File: src/logic/gpcfg_pkg.sv
// constants, sub-register index codes and decode helpers for the port configuration block
// assumes one system clock and an asynchronous active-high system reset
package gpcfg_pkg;
    localparam int NPORT = 4;
    localparam int PW = 8;
    localparam int PINS = NPORT * PW;
    localparam int NALT = 4;
    // index register of port n at base plus four n, control register one above
    localparam logic [11:0] PORT_BLOCK_BASE = 12'hFD0;
    localparam logic [1:0] ADDR_LANE = 2'h0;
    localparam logic [1:0] CTRL_LANE = 2'h1;
    localparam logic [7:0] IDX_HIGH_DRIVE = 8'h04;
    localparam logic [7:0] IDX_WAKE_SRC = 8'h05;
    localparam logic [7:0] IDX_AFS_TWO = 8'h08;
    localparam logic [7:0] IDX_RST = 8'h00;
    localparam logic [7:0] HDE_RST = 8'h00;
    localparam logic [7:0] WAKE_RST = 8'h00;
    localparam logic [7:0] AFS2_RST = 8'h00;
    localparam logic [7:0] AFS2_RST_SMALL_A = 8'h04;
    localparam logic [7:0] RD_IDLE = 8'h00;

    typedef enum logic [1:0] {
        SUB_NONE = 2'b00,
        SUB_HDE = 2'b01,
        SUB_WAKE = 2'b10,
        SUB_AFS2 = 2'b11
    } gpcfg_sub_t;

    function automatic gpcfg_sub_t gpcfg_sub_of(input logic [7:0] idx);
        gpcfg_sub_t s;
        s = SUB_NONE;
        if (idx == IDX_HIGH_DRIVE) s = SUB_HDE;
        if (idx == IDX_WAKE_SRC) s = SUB_WAKE;
        if (idx == IDX_AFS_TWO) s = SUB_AFS2;
        return s;
    endfunction
endpackage

File: src/logic/gpcfg_port.sv
// four 8-pin ports: indexed sub-register access, pin driver control,
// port A fixed alternate-function map and stop-mode wake detection
// assumes data, direction, open-drain, set 1 and enable bits come from registers outside
`timescale 1ns/1ps
module gpcfg_port import gpcfg_pkg::*; #(
    parameter bit SMALL_PKG = 1'b0
) (
    // clock and reset
    input wire logic clk,
    input wire logic sys_rst,
    // register access
    input wire logic [11:0] regAddr,
    input wire logic regWrEn,
    input wire logic regRdEn,
    input wire logic [7:0] regWrData,
    output logic [7:0] regRdData,
    output logic regRdValid,
    // port settings held outside this block
    input wire logic [PINS-1:0] portData,
    input wire logic [PINS-1:0] portDirOut,
    input wire logic [PINS-1:0] afEnable,
    input wire logic [PINS-1:0] afSelOne,
    input wire logic [PINS-1:0] openDrain,
    // alternate functions of ports B to D, four per pin
    input wire logic [(PINS-PW)*NALT-1:0] altOutData,
    input wire logic [(PINS-PW)*NALT-1:0] altOutEn,
    // port A peripheral side
    input wire logic timerZeroPinIsInput,
    input wire logic timerZeroOutput,
    input wire logic timerZeroOutputComp,
    input wire logic timerOnePinIsInput,
    input wire logic timerOneOutput,
    input wire logic timerOneOutputComp,
    input wire logic serialDriverEnable,
    input wire logic serialTransmit,
    output logic timerZeroInput,
    output logic timerOneInput,
    output logic serialClearToSend,
    output logic serialReceive,
    // power
    input wire logic stopMode,
    output logic stopRecoveryReq,
    // pins
    input wire logic [PINS-1:0] padIn,
    output logic [PINS-1:0] padOut,
    output logic [PINS-1:0] padOeN,
    output logic [PINS-1:0] padHighDrive,
    output logic [PINS-1:0] padSourceOff
);
    logic [PINS-1:0] pinSync, pinPrev_r, hdeBits, wakeBits, afsTwoBits;
    logic [PINS-1:0] padOut_r, padOeN_r, padHighDrive_r, padSourceOff_r;
    logic [NPORT-1:0][7:0] idx_r;
    logic regRdValid_r, stopRecoveryReq_r;
    logic timerZeroInput_r, timerOneInput_r, serialClearToSend_r, serialReceive_r;
    gpcfg_sub_t curSub;

    // register decode
    wire blockHit = (regAddr[11:4] == PORT_BLOCK_BASE[11:4]);
    wire addrHit = blockHit && (regAddr[1:0] == ADDR_LANE);
    wire ctrlHit = blockHit && (regAddr[1:0] == CTRL_LANE);
    wire [1:0] portSel = regAddr[3:2];
    wire [7:0] curIdx = idx_r[portSel];
    assign curSub = gpcfg_sub_of(curIdx);

    always_ff @(posedge clk or posedge sys_rst) begin
        if (sys_rst) begin
            idx_r <= {NPORT{IDX_RST}};
        end else if (regWrEn && addrHit) begin
            idx_r[portSel] <= regWrData;
        end
    end

    // unknown indices: writes dropped, reads give zero
    gpcfg_regbank #(.SMALL_PKG(SMALL_PKG)) u_bank (
        .clk(clk),
        .sys_rst(sys_rst),
        .wrEn(regWrEn && ctrlHit),
        .wrPort(portSel),
        .wrSub(curSub),
        .wrData(regWrData),
        .rdEn(regRdEn),
        .rdPort(portSel),
        .rdSub(ctrlHit ? curSub : SUB_NONE),
        .rdIdxSel(addrHit),
        .rdIdx(curIdx),
        .rdData(regRdData),
        .hdeBits(hdeBits),
        .wakeBits(wakeBits),
        .afsTwoBits(afsTwoBits)
    );

    gpcfg_sync #(.W(PINS)) u_sync (
        .clk(clk),
        .sys_rst(sys_rst),
        .asyncIn(padIn),
        .syncOut(pinSync)
    );

    // port A fixed map, bit 7 down to 0
    wire [PW-1:0] paAltOut = {timerOneOutput, timerOneOutputComp, serialTransmit, 1'b1,
                              1'b1, serialDriverEnable, timerZeroOutput, timerZeroOutputComp};
    wire [PW-1:0] paAltDrv = {1'b1, ~timerOnePinIsInput, 1'b1, 1'b0,
                              1'b0, 1'b1, 1'b1, ~timerZeroPinIsInput};

    wire [PINS-1:0] outNxt;
    wire [PINS-1:0] drvNxt;
    wire [PINS-1:0] oeNNxt;

    for (genvar i = 0; i < PINS; i++) begin : g_pin
        wire altOut;
        wire altDrv;
        if (i < PW) begin : g_pa
            // no set bits on port A
            assign altOut = paAltOut[i];
            assign altDrv = paAltDrv[i];
        end else begin : g_px
            // set 2 and set 1 pick function
            wire [1:0] sel = {afsTwoBits[i], afSelOne[i]};
            wire [NALT-1:0] dataGrp = altOutData[(i-PW)*NALT +: NALT];
            wire [NALT-1:0] enGrp = altOutEn[(i-PW)*NALT +: NALT];
            assign altOut = dataGrp[sel];
            assign altDrv = enGrp[sel];
        end
        assign outNxt[i] = afEnable[i] ? altOut : portData[i];
        assign drvNxt[i] = afEnable[i] ? altDrv : portDirOut[i];
        // open drain drops the high side
        assign oeNNxt[i] = ~(drvNxt[i] & ~(openDrain[i] & outNxt[i]));
    end

    wire [PINS-1:0] pinChange = pinSync ^ pinPrev_r;
    wire wakeHit = stopMode && (|(pinChange & wakeBits));

    // inputs to timers idle low, serial inputs idle high when not routed
    wire timer_zero_input = (afEnable[0] && timerZeroPinIsInput) ? pinSync[0] : 1'b0;
    wire timer_one_input = (afEnable[6] && timerOnePinIsInput) ? pinSync[6] : 1'b0;
    wire ctsIn = afEnable[3] ? pinSync[3] : 1'b1;
    wire rxIn = afEnable[4] ? pinSync[4] : 1'b1;

    always_ff @(posedge clk or posedge sys_rst) begin
        if (sys_rst) begin
            padOut_r <= '0;
            padOeN_r <= '1;
            padHighDrive_r <= '0;
            padSourceOff_r <= '0;
            pinPrev_r <= '0;
            stopRecoveryReq_r <= 1'b0;
            regRdValid_r <= 1'b0;
            timerZeroInput_r <= 1'b0;
            timerOneInput_r <= 1'b0;
            serialClearToSend_r <= 1'b1;
            serialReceive_r <= 1'b1;
        end else begin
            padOut_r <= outNxt;
            padOeN_r <= oeNNxt;
            padHighDrive_r <= hdeBits;
            padSourceOff_r <= openDrain;
            pinPrev_r <= pinSync;
            stopRecoveryReq_r <= wakeHit;
            regRdValid_r <= regRdEn && (addrHit || ctrlHit);
            timerZeroInput_r <= timer_zero_input;
            timerOneInput_r <= timer_one_input;
            serialClearToSend_r <= ctsIn;
            serialReceive_r <= rxIn;
        end
    end

    assign padOut = padOut_r;
    assign padOeN = padOeN_r;
    assign padHighDrive = padHighDrive_r;
    assign padSourceOff = padSourceOff_r;
    assign stopRecoveryReq = stopRecoveryReq_r;
    assign regRdValid = regRdValid_r;
    assign timerZeroInput = timerZeroInput_r;
    assign timerOneInput = timerOneInput_r;
    assign serialClearToSend = serialClearToSend_r;
    assign serialReceive = serialReceive_r;

    // checks; port A addresses and port B pins 8 and 9 used as samples
    localparam logic [11:0] A_ADDR = PORT_BLOCK_BASE;
    localparam logic [11:0] A_CTRL = PORT_BLOCK_BASE + 12'h001;
    logic firstCycle_r;
    always_ff @(posedge clk or posedge sys_rst) begin
        if (sys_rst) firstCycle_r <= 1'b1;
        else firstCycle_r <= 1'b0;
    end
endmodule

File: src/logic/gpcfg_regbank.sv
// per-port sub-register storage with a registered read port
// assumes writes and reads are already decoded to port and sub-register
`timescale 1ns/1ps
module gpcfg_regbank import gpcfg_pkg::*; #(
    parameter bit SMALL_PKG = 1'b0
) (
    // clock and reset
    input wire logic clk,
    input wire logic sys_rst,
    // write side
    input wire logic wrEn,
    input wire logic [1:0] wrPort,
    input wire gpcfg_sub_t wrSub,
    input wire logic [7:0] wrData,
    // read side
    input wire logic rdEn,
    input wire logic [1:0] rdPort,
    input wire gpcfg_sub_t rdSub,
    input wire logic rdIdxSel,
    input wire logic [7:0] rdIdx,
    output logic [7:0] rdData,
    // parallel contents
    output logic [PINS-1:0] hdeBits,
    output logic [PINS-1:0] wakeBits,
    output logic [PINS-1:0] afsTwoBits
);
    logic [NPORT-1:0][7:0] hde_r, wake_r, afs2_r;
    logic [7:0] rdData_r;

    for (genvar p = 0; p < NPORT; p++) begin : g_port
        localparam logic [7:0] AFS2_INIT = (SMALL_PKG && p == 0) ? AFS2_RST_SMALL_A : AFS2_RST;
        wire hit = wrEn && (wrPort == 2'(p));
        always_ff @(posedge clk or posedge sys_rst) begin
            if (sys_rst) begin
                hde_r[p] <= HDE_RST;
                wake_r[p] <= WAKE_RST;
                afs2_r[p] <= AFS2_INIT;
            end else if (hit) begin
                if (wrSub == SUB_HDE) hde_r[p] <= wrData;
                if (wrSub == SUB_WAKE) wake_r[p] <= wrData;
                if (wrSub == SUB_AFS2) afs2_r[p] <= wrData;
            end
        end
    end

    wire [7:0] subVal = (rdSub == SUB_HDE) ? hde_r[rdPort] :
                        (rdSub == SUB_WAKE) ? wake_r[rdPort] :
                        (rdSub == SUB_AFS2) ? afs2_r[rdPort] : RD_IDLE;
    wire [7:0] rdData_nxt = rdIdxSel ? rdIdx : subVal;

    always_ff @(posedge clk or posedge sys_rst) begin
        if (sys_rst) rdData_r <= RD_IDLE;
        else if (rdEn) rdData_r <= rdData_nxt;
    end

    assign rdData = rdData_r;
    assign hdeBits = hde_r;
    assign wakeBits = wake_r;
    assign afsTwoBits = afs2_r;
endmodule

File: src/logic/gpcfg_sync.sv
// three-stage pin synchroniser with a two-stage agreement filter
// assumes inputs are asynchronous to clk
`timescale 1ns/1ps
module gpcfg_sync import gpcfg_pkg::*; #(
    parameter int W = PINS
) (
    // clock and reset
    input wire logic clk,
    input wire logic sys_rst,
    // pins in, filtered level out
    input wire logic [W-1:0] asyncIn,
    output logic [W-1:0] syncOut
);
    logic [W-1:0] s1_r, s2_r, s3_r, q_r;
    // first stage feeds only the second
    wire [W-1:0] agree = ~(s2_r ^ s3_r);
    wire [W-1:0] q_nxt = (q_r & ~agree) | (s3_r & agree);

    always_ff @(posedge clk or posedge sys_rst) begin
        if (sys_rst) begin
            s1_r <= '0;
            s2_r <= '0;
            s3_r <= '0;
            q_r <= '0;
        end else begin
            s1_r <= asyncIn;
            s2_r <= s1_r;
            s3_r <= s2_r;
            q_r <= q_nxt;
        end
    end
    assign syncOut = q_r;
endmodule

File: config.mk
export PLATFORM = sky130hd
export DESIGN_NAME = gpcfg_port
export DESIGN_NICKNAME = d
export VERILOG_FILES = /design/src/logic/gpcfg_pkg.sv /design/src/logic/gpcfg_port.sv /design/src/logic/gpcfg_regbank.sv /design/src/logic/gpcfg_sync.sv
export SDC_FILE = /design/constraint.sdc
export NUM_CORES = 1
export LEC_CHECK = 0
export BUFFER_PORTS_ARGS = -buffer_cell sky130_fd_sc_hd__buf_2
export CORE_AREA = 2 2 219 221
export DETAILED_ROUTE_END_ITERATION = 16
export DIE_AREA = 0 0 221 223
export GPL_TIMING_DRIVEN = 0
export PLACE_DENSITY = 0.68
export SYNTH_ARGS = -nofsm -noshare
export SYNTH_HDL_FRONTEND = slang
export SYNTH_SLANG_ARGS = --single-unit
File: constraint.sdc
create_clock -name clk -period 34.6 [get_ports clk]
set_clock_uncertainty 0.05 [all_clocks]
set_input_delay 0 -clock clk [delete_from_list [all_inputs] [get_ports clk]]
set_output_delay 0 -clock clk [all_outputs]
set_load 0.01 [all_outputs]
==> results of run 1 <==
==> kinds of logic after synthesis <==
| family | count (synthesis) |
|---|---|
| flip-flops | 430 |
| AND/OR/NAND/NOR | 97 |
| XOR/XNOR | 32 |
| multiplexers | 238 |
| AO/OA/AOI/OAI | 87 |
| adder cells (fa/ha/maj) | 32 |
| buffers and inverters | 60 |
==> sequential cells by signal, indices dropped and copies added (netlist names), named ones only <==
name / count
idx_r: 32
padHighDrive: 32
padOeN: 32
padOut: 32
padSourceOff: 32
pinPrev_r: 32
u_bank.afsTwoBits: 32
u_bank.hdeBits: 32
u_bank.wakeBits: 32
u_sync.s1_r: 32
u_sync.s2_r: 32
u_sync.s3_r: 32
u_bank.rdData: 8
regRdValid: 1
serialClearToSend: 1
serialReceive: 1
stopRecoveryReq: 1
timerOneInput: 1
timerZeroInput: 1
==> path summary, 6_finish.rpt <==
kind / start / end / cells past startpoint
setup / recovery: regAddr[3] / u_bank.rdData[0] / 11
hold / removal: openDrain[16] / padSourceOff[16] / 2
setup reg to reg: idx_r[0] / u_bank.rdData[0] / 8
hold reg to reg: u_sync.s1_r[31] / u_sync.s2_r[31] / 0
max in group asynchronous: sys_rst / u_sync.s1_r[11] / 5
min in group asynchronous: sys_rst / padSourceOff[3] / 3
==> repair_timing <==
action | CTS | global route
hold endpoints to repair | 296 | 0
hold buffers | 261 | 0
gates resized for setup | 0 | 0
==> cell usage after synthesis (10+ instances only) <==
cell type / number
clkbuf_1: 19
dfstp_2: 34
inv_1: 28
nand2_1: 12
a221oi_1: 10
mux2_4: 16
mux4_2: 80
dfrtp_1: 396
maj3_1: 32
o21ai_0: 13
xor2_1: 32
mux2_2: 142
a221o_1: 26
nor2_1: 29
==> area by class of cell <==
class                      count  area share (%)
buffer                        32           0.667
multi-input combinational    486            22.6
antenna                        4          0.0410
tap                          615            3.16
clock inverter                21            1.04
timing repair buffer         815            22.4
sequential                   430            44.3
inverter                      28           0.462
clock buffer                  65            5.39
==> per-layer routing <==
| metal | GRT usage, % | part of all wire [%] | up-vias |
|---|---|---|---|
| met2 | 34.6 | 50 | 463 |
| met5 | 0 | 0.026 | - |
| li1 | - | - | 5391 |
| met4 | 8.01 | 3.4 | 2 |
| met3 | 4.12 | 6.1 | 98 |
| met1 | 25.6 | 40 | 6226 |
==> stage by stage <==
step	total power, mW	worst slack (ns)	hold WS [ns]
global route	1.21	30.56	0.0301
CTS	1.18	30.75	0.00186
finish	1.16	30.65	0.0238
detailed placement	0.641	31.08	0.0593
floorplan	0.589	22.63	-0.0186
global placement	0.637	18.24	0.0572
==> power groups by stage <==
stage / clock [mW] / combinational (mW) / sequential, mW
after global placement: 0 / 0.0897 / 0.547
after global routing: 0.535 / 0.131 / 0.541
after CTS: 0.517 / 0.120 / 0.539
after detailed placement: 0 / 0.0933 / 0.548
final: 0.500 / 0.121 / 0.538
after floorplan: 0 / 0.0380 / 0.551
==> out/qor.yml, run 1 <==
final_layout:
  synthToLayoutAreaGrowth_pct: 47.2
  fin_nets: 2257
  multi_input_area_um2: 5500
  final_cell_mix: "buf_2 (554), dfrtp_1 (396), dlygate4sd3_1 (261)"
  fin_util_pct: 51.7
  drive_gt1_share_pct: 49.3
  final_common_cell: "buf_2"
  num-fill-cells: 3920
  seq_area_um2: 10800
  final_cells: 2496
  fin_area_um2: 24400
clocking:
  cts_buffers: 47
  cts_tree: "yes"
  cts.clk_slew.worst_paths_ns: 0.06
  cts_setup_buffers: 0
  clock_path_buffers: 3
  root_buffer: "clkbuf_16"
  numClockSinks: 430
  clk_latency_ns: 0.61
  htree_num_levels: 2
critical_path:
  slowest_delay_ns: 0.74
  rrSetupSlack_ns: 30.78
  critPathKind: "in2reg"
  start_kind: "input port"
  cp-end-kind: "flip-flop"
  path_buf_inv: 7
  cp_common_cell: "dlygate4sd3_1"
  slowest_stage: "clkbuf_1"
  critPathTopFamily: "buffers and inverters"
  crit_chain: "buf_2 > buf_1 > clkbuf_1 > clkbuf_1 > mux4_2 > nand3b_1 > dlygate4sd3_1 > o2bb2ai_1 > dlygate4sd3_1 > a21oi_1 > dlygate4sd3_1"
  cp.required_ns: 35.04
  cp_max_fo: 10
  arrival_ns: 4.40
floorplanning:
  rows: 80
  start_util_pct: 35.1
  pin_count: 559
  coreArea_um2: 47100
  fp.dieW_um: 221
  die_y_um: 223
  die-area_um2: 49300
route:
  routedWlPerCell_um: 20.2
  drc_errors: 0
  via_per_inst: 4.88
  ant_nets: 0
  routed_wl_um: 50400
  drtIter0Drc: 680
  drt_pass1_iterations: 7
  vias: 12180
synth:
  synth_area_um2: 16600
  synth_top_area_share_pct: 59.8
  synth-edff-count: 0
  synth-main-ff-cell: "dfrtp_1"
  synth_nets: 1393
  synth_cell_types: 45
  synthAdderAreaFrac_pct: 1.93
  synth_cells: 976
  yosysTopAreaCell: "dfrtp_1"
  synth_area_per_cell_um2: 17.0
  synth.top_cells.by_area: "dfrtp_1 (60%), mux4_2 (11%), mux2_2 (9.7%)"
  ys_seq_area_share_pct: 65.2
  yosysWarnings: 0
  synth-seq-cells: 430
  muxShareOfSynthArea_pct: 22.0
  synth-xor-area-share_pct: 1.69
  ys_async_sr_fraction_pct: 100
  synth-compound-area-share_pct: 4.18
  synthSimpleGateAreaFrac_pct: 3.41
  synth_top_family_by_area: "multiplexers"
grt:
  grt_pass1_vias: 13174
  grt_max_degree: 134
  grt_pass1_wl_um: 77000
  antenna_found_initial: 5
  grt-ovfl-total: 0
  grt_usage_pct: 20.4
sta:
  drv_slew: 0
  maxSlewHeadroom_pct: 31.3
  tns_ns: 0
  rsz0062_at_grt: "no"
  worst_pin_slew_ns: 1.03
  finalHoldViolations: 0
  setup_viol: 0
  finalCritPeriodShare_pct: 11.4
  period_needed_ns: 3.95
  max_freq_mhz: 253
placed_design:
  dp_cells: 2145
  port_buffers: 550
  dp_hpwl_um: 36000
  dpl_cell_area_um2: 20200
  gp_congestion: 0.942
run:
  maxCapViolations: 0
power_and_ir_drop:
  p_int_mw: 0.888
  combPwrFrac_pct: 10.4
  ir_drop_uv: 31.6
  power_frac_seq_pct: 46.4
  p_leak_nw: 11.6
  power.share.clock_pct: 43.1
  switchingPower_mw: 0.271
  switching_share_pct: 23.4
  power.density_nw_per_um2: 47.5
run_status:
  status: "finished, final reports clean"
min_path:
  hp-class: "in2reg"
Power figures use the tool's default switching activity.
==> run 2: changes to the inputs <==
Settings changed: PLACE_DENSITY 0.68 to 0.7.
Clock period 34.6 ns to 3.6 ns, I/O delays scaled along.
==> run 2 against run 1 <==
Effect of this change:
- die area stayed put
- sequential cell count stayed put
- sequential share of layout area is 0.10 points higher
- critical path depth is 4 lower
==> out/qor.yml, run 2 (synthesized netlist as in run 1, its figures left out) <==
run_status:
  status: "finished, final reports clean"
sta:
  tns_ns: 0
  period_needed_ns: 3.33
  setup_viol: 0
  finalCritPeriodShare_pct: 92.5
  worst_pin_slew_ns: 1.06
  rsz0062_at_grt: "no"
  drv_slew: 0
  maxSlewHeadroom_pct: 29.5
  finalHoldViolations: 0
  max_freq_mhz: 300
  hold_slack_ns: 0.0352
route:
  ant_nets: 0
  routed_wl_um: 50500
  drc_errors: 0
  vias: 12124
  drtIter0Drc: 475
  routedWlPerCell_um: 20.4
  drt_pass1_iterations: 4
  via_per_inst: 4.89
min_path:
  hold_end: "u_sync.s1_r[21]"
  hold_depth: 2
  hp-start: "padIn[21]"
  hp-class: "in2reg"
critical_path:
  crit_chain: "mux4_2 > or4_4 > nor4_1 > buf_2 > and4b_1 > buf_2 > mux2_2"
  reg2reg_from: "idx_r[25]"
  cp.required_ns: 4.01
  cp_common_cell: "buf_2"
  slowest_stage: "or4_4"
  cp-end-kind: "flip-flop"
  rrSetupSlack_ns: 0.27
  rr_worst_depth: 7
  slowest_delay_ns: 0.59
  path_buf_inv: 2
  critPathTopFamily: "simple AND/OR/NAND/NOR gates"
  timing.rr.end: "u_bank.wakeBits[13]"
  cp_max_fo: 10
  critical_path_depth: 7
  start_kind: "flip-flop"
  critPathKind: "reg2reg"
  arrival_ns: 3.74
run:
  maxCapViolations: 0
grt:
  grt_max_degree: 44
  antenna_found_initial: 8
  grt_pass1_vias: 13010
  grt_usage_pct: 20.4
  grt_pass1_wl_um: 76600
  grt-ovfl-total: 0
clocking:
  cts.clk_slew.worst_paths_ns: 0.06
  cts.repair.resized: 0
  clk_latency_ns: 0.58
  clock_path_buffers: 3
  root_buffer: "clkbuf_16"
  htree_num_levels: 2
  numClockSinks: 430
  cts_buffers: 46
  cts_tree: "yes"
final_layout:
  seq_area_um2: 10800
  fin_nets: 2241
  synthToLayoutAreaGrowth_pct: 46.8
  multi_input_area_um2: 5500
  drive_gt1_share_pct: 50.4
  num-fill-cells: 3855
  final_cell_mix: "buf_2 (554), dfrtp_1 (396), dlygate4sd3_1 (239)"
  final_common_cell: "buf_2"
power_and_ir_drop:
  switching_share_pct: 23.1
  power_frac_seq_pct: 46.0
  p_int_mw: 8.66
  power.share.clock_pct: 43.8
  p_leak_nw: 11.6
  ir_drop_uv: 407
  combPwrFrac_pct: 10.3
  power.density_nw_per_um2: 463
  switchingPower_mw: 2.59
placed_design:
  dp_hpwl_um: 37000
  gp_congestion: 0.914
  port_buffers: 550
floorplanning:
  coreArea_um2: 47100
  start_util_pct: 35.1
  die_y_um: 223
  fp.dieW_um: 221
  die-area_um2: 49300
  pin_count: 559
  rows: 80
run 2: changes by cell type in the layout (fill, tap and decap cells not counted), moves of 2 or more:
| cell | delta |
|---|---|
| dlygate4sd3_1 | -22 |
| buf_12 | +11 |
| clkbuf_1 | -7 |
| clkinvlp_4 | +5 |
| clkbuf_8 | +4 |
| buf_16 | -3 |
| diode_2 | -2 |
run 2: area by class of cell:
| type | count | share of cell area, % |
|---|---|---|
| antenna | 2 | 0.0206 |
| buffer | 32 | 0.669 |
| clock buffer | 62 | 5.52 |
| clock inverter | 24 | 1.10 |
| inverter | 28 | 0.447 |
| multi-input combinational | 486 | 22.6 |
| sequential | 430 | 44.4 |
| tap | 615 | 3.16 |
| timing repair buffer | 800 | 22.1 |
run 2: worst register-to-register path, stage by stage, from the launching register on:
cell and delay (ns):
dfrtp_1 0.37, mux4_2 0.52, or4_4 0.59, nor4_1 0.49
buf_2 0.33, and4b_1 0.22, buf_2 0.27, mux2_2 0.37
run 2: worst max path at each step:
| stage | slack [ns] | end | start |
|---|---|---|---|
| finish | 0.27 | u_bank.wakeBits[13] | idx_r[25] |
| global route | 0.11 | u_bank.wakeBits[13] | idx_r[25] |
| CTS | 0.25 | u_bank.wakeBits[13] | idx_r[25] |
| detailed placement | 0.16 | u_bank.wakeBits[13] | regAddr[3] |
| global placement | -4.42 | padOut[28] | sys_rst |
| floorplan | -2.23 | async pin | sys_rst |
run 2: per-stage QoR:
stage               cells  utilization [%]  setup WS, ns  power (mW)  instance area, µm²
floorplan             976                -         -2.23        5.66               16600
global placement     2141             42.6         -4.42        6.12               20100
detailed placement   2152             43.1         0.162        6.17               20300
CTS                  2476             51.6         0.252        11.4               24300
global route         2479             51.6         0.108        11.7               24300
finish               2479             51.6         0.270        11.3               24300
run 2: per-layer routing:
layer | global-route usage, % | share of wire [%]
met5 | 0 | 0.059
met4 | 7.34 | 3.4
met3 | 4.66 | 5.6
met2 | 36.1 | 52
met1 | 24.3 | 38
run 2: power groups by stage:
stage / Sequential, mW / Clock (mW) / Combinational, mW
after floorplan: 5.30 / 0 / 0.366
after global placement: 5.26 / 0 / 0.855
after detailed placement: 5.26 / 0 / 0.911
after CTS: 5.18 / 5.06 / 1.16
after global routing: 5.19 / 5.28 / 1.25
final: 5.17 / 4.93 / 1.16
run 2: timing repair:
item                      4_1_cts  5_1_grt
setup buffers                   0        0
hold buffers                  238        1
hold endpoints to repair      354        1
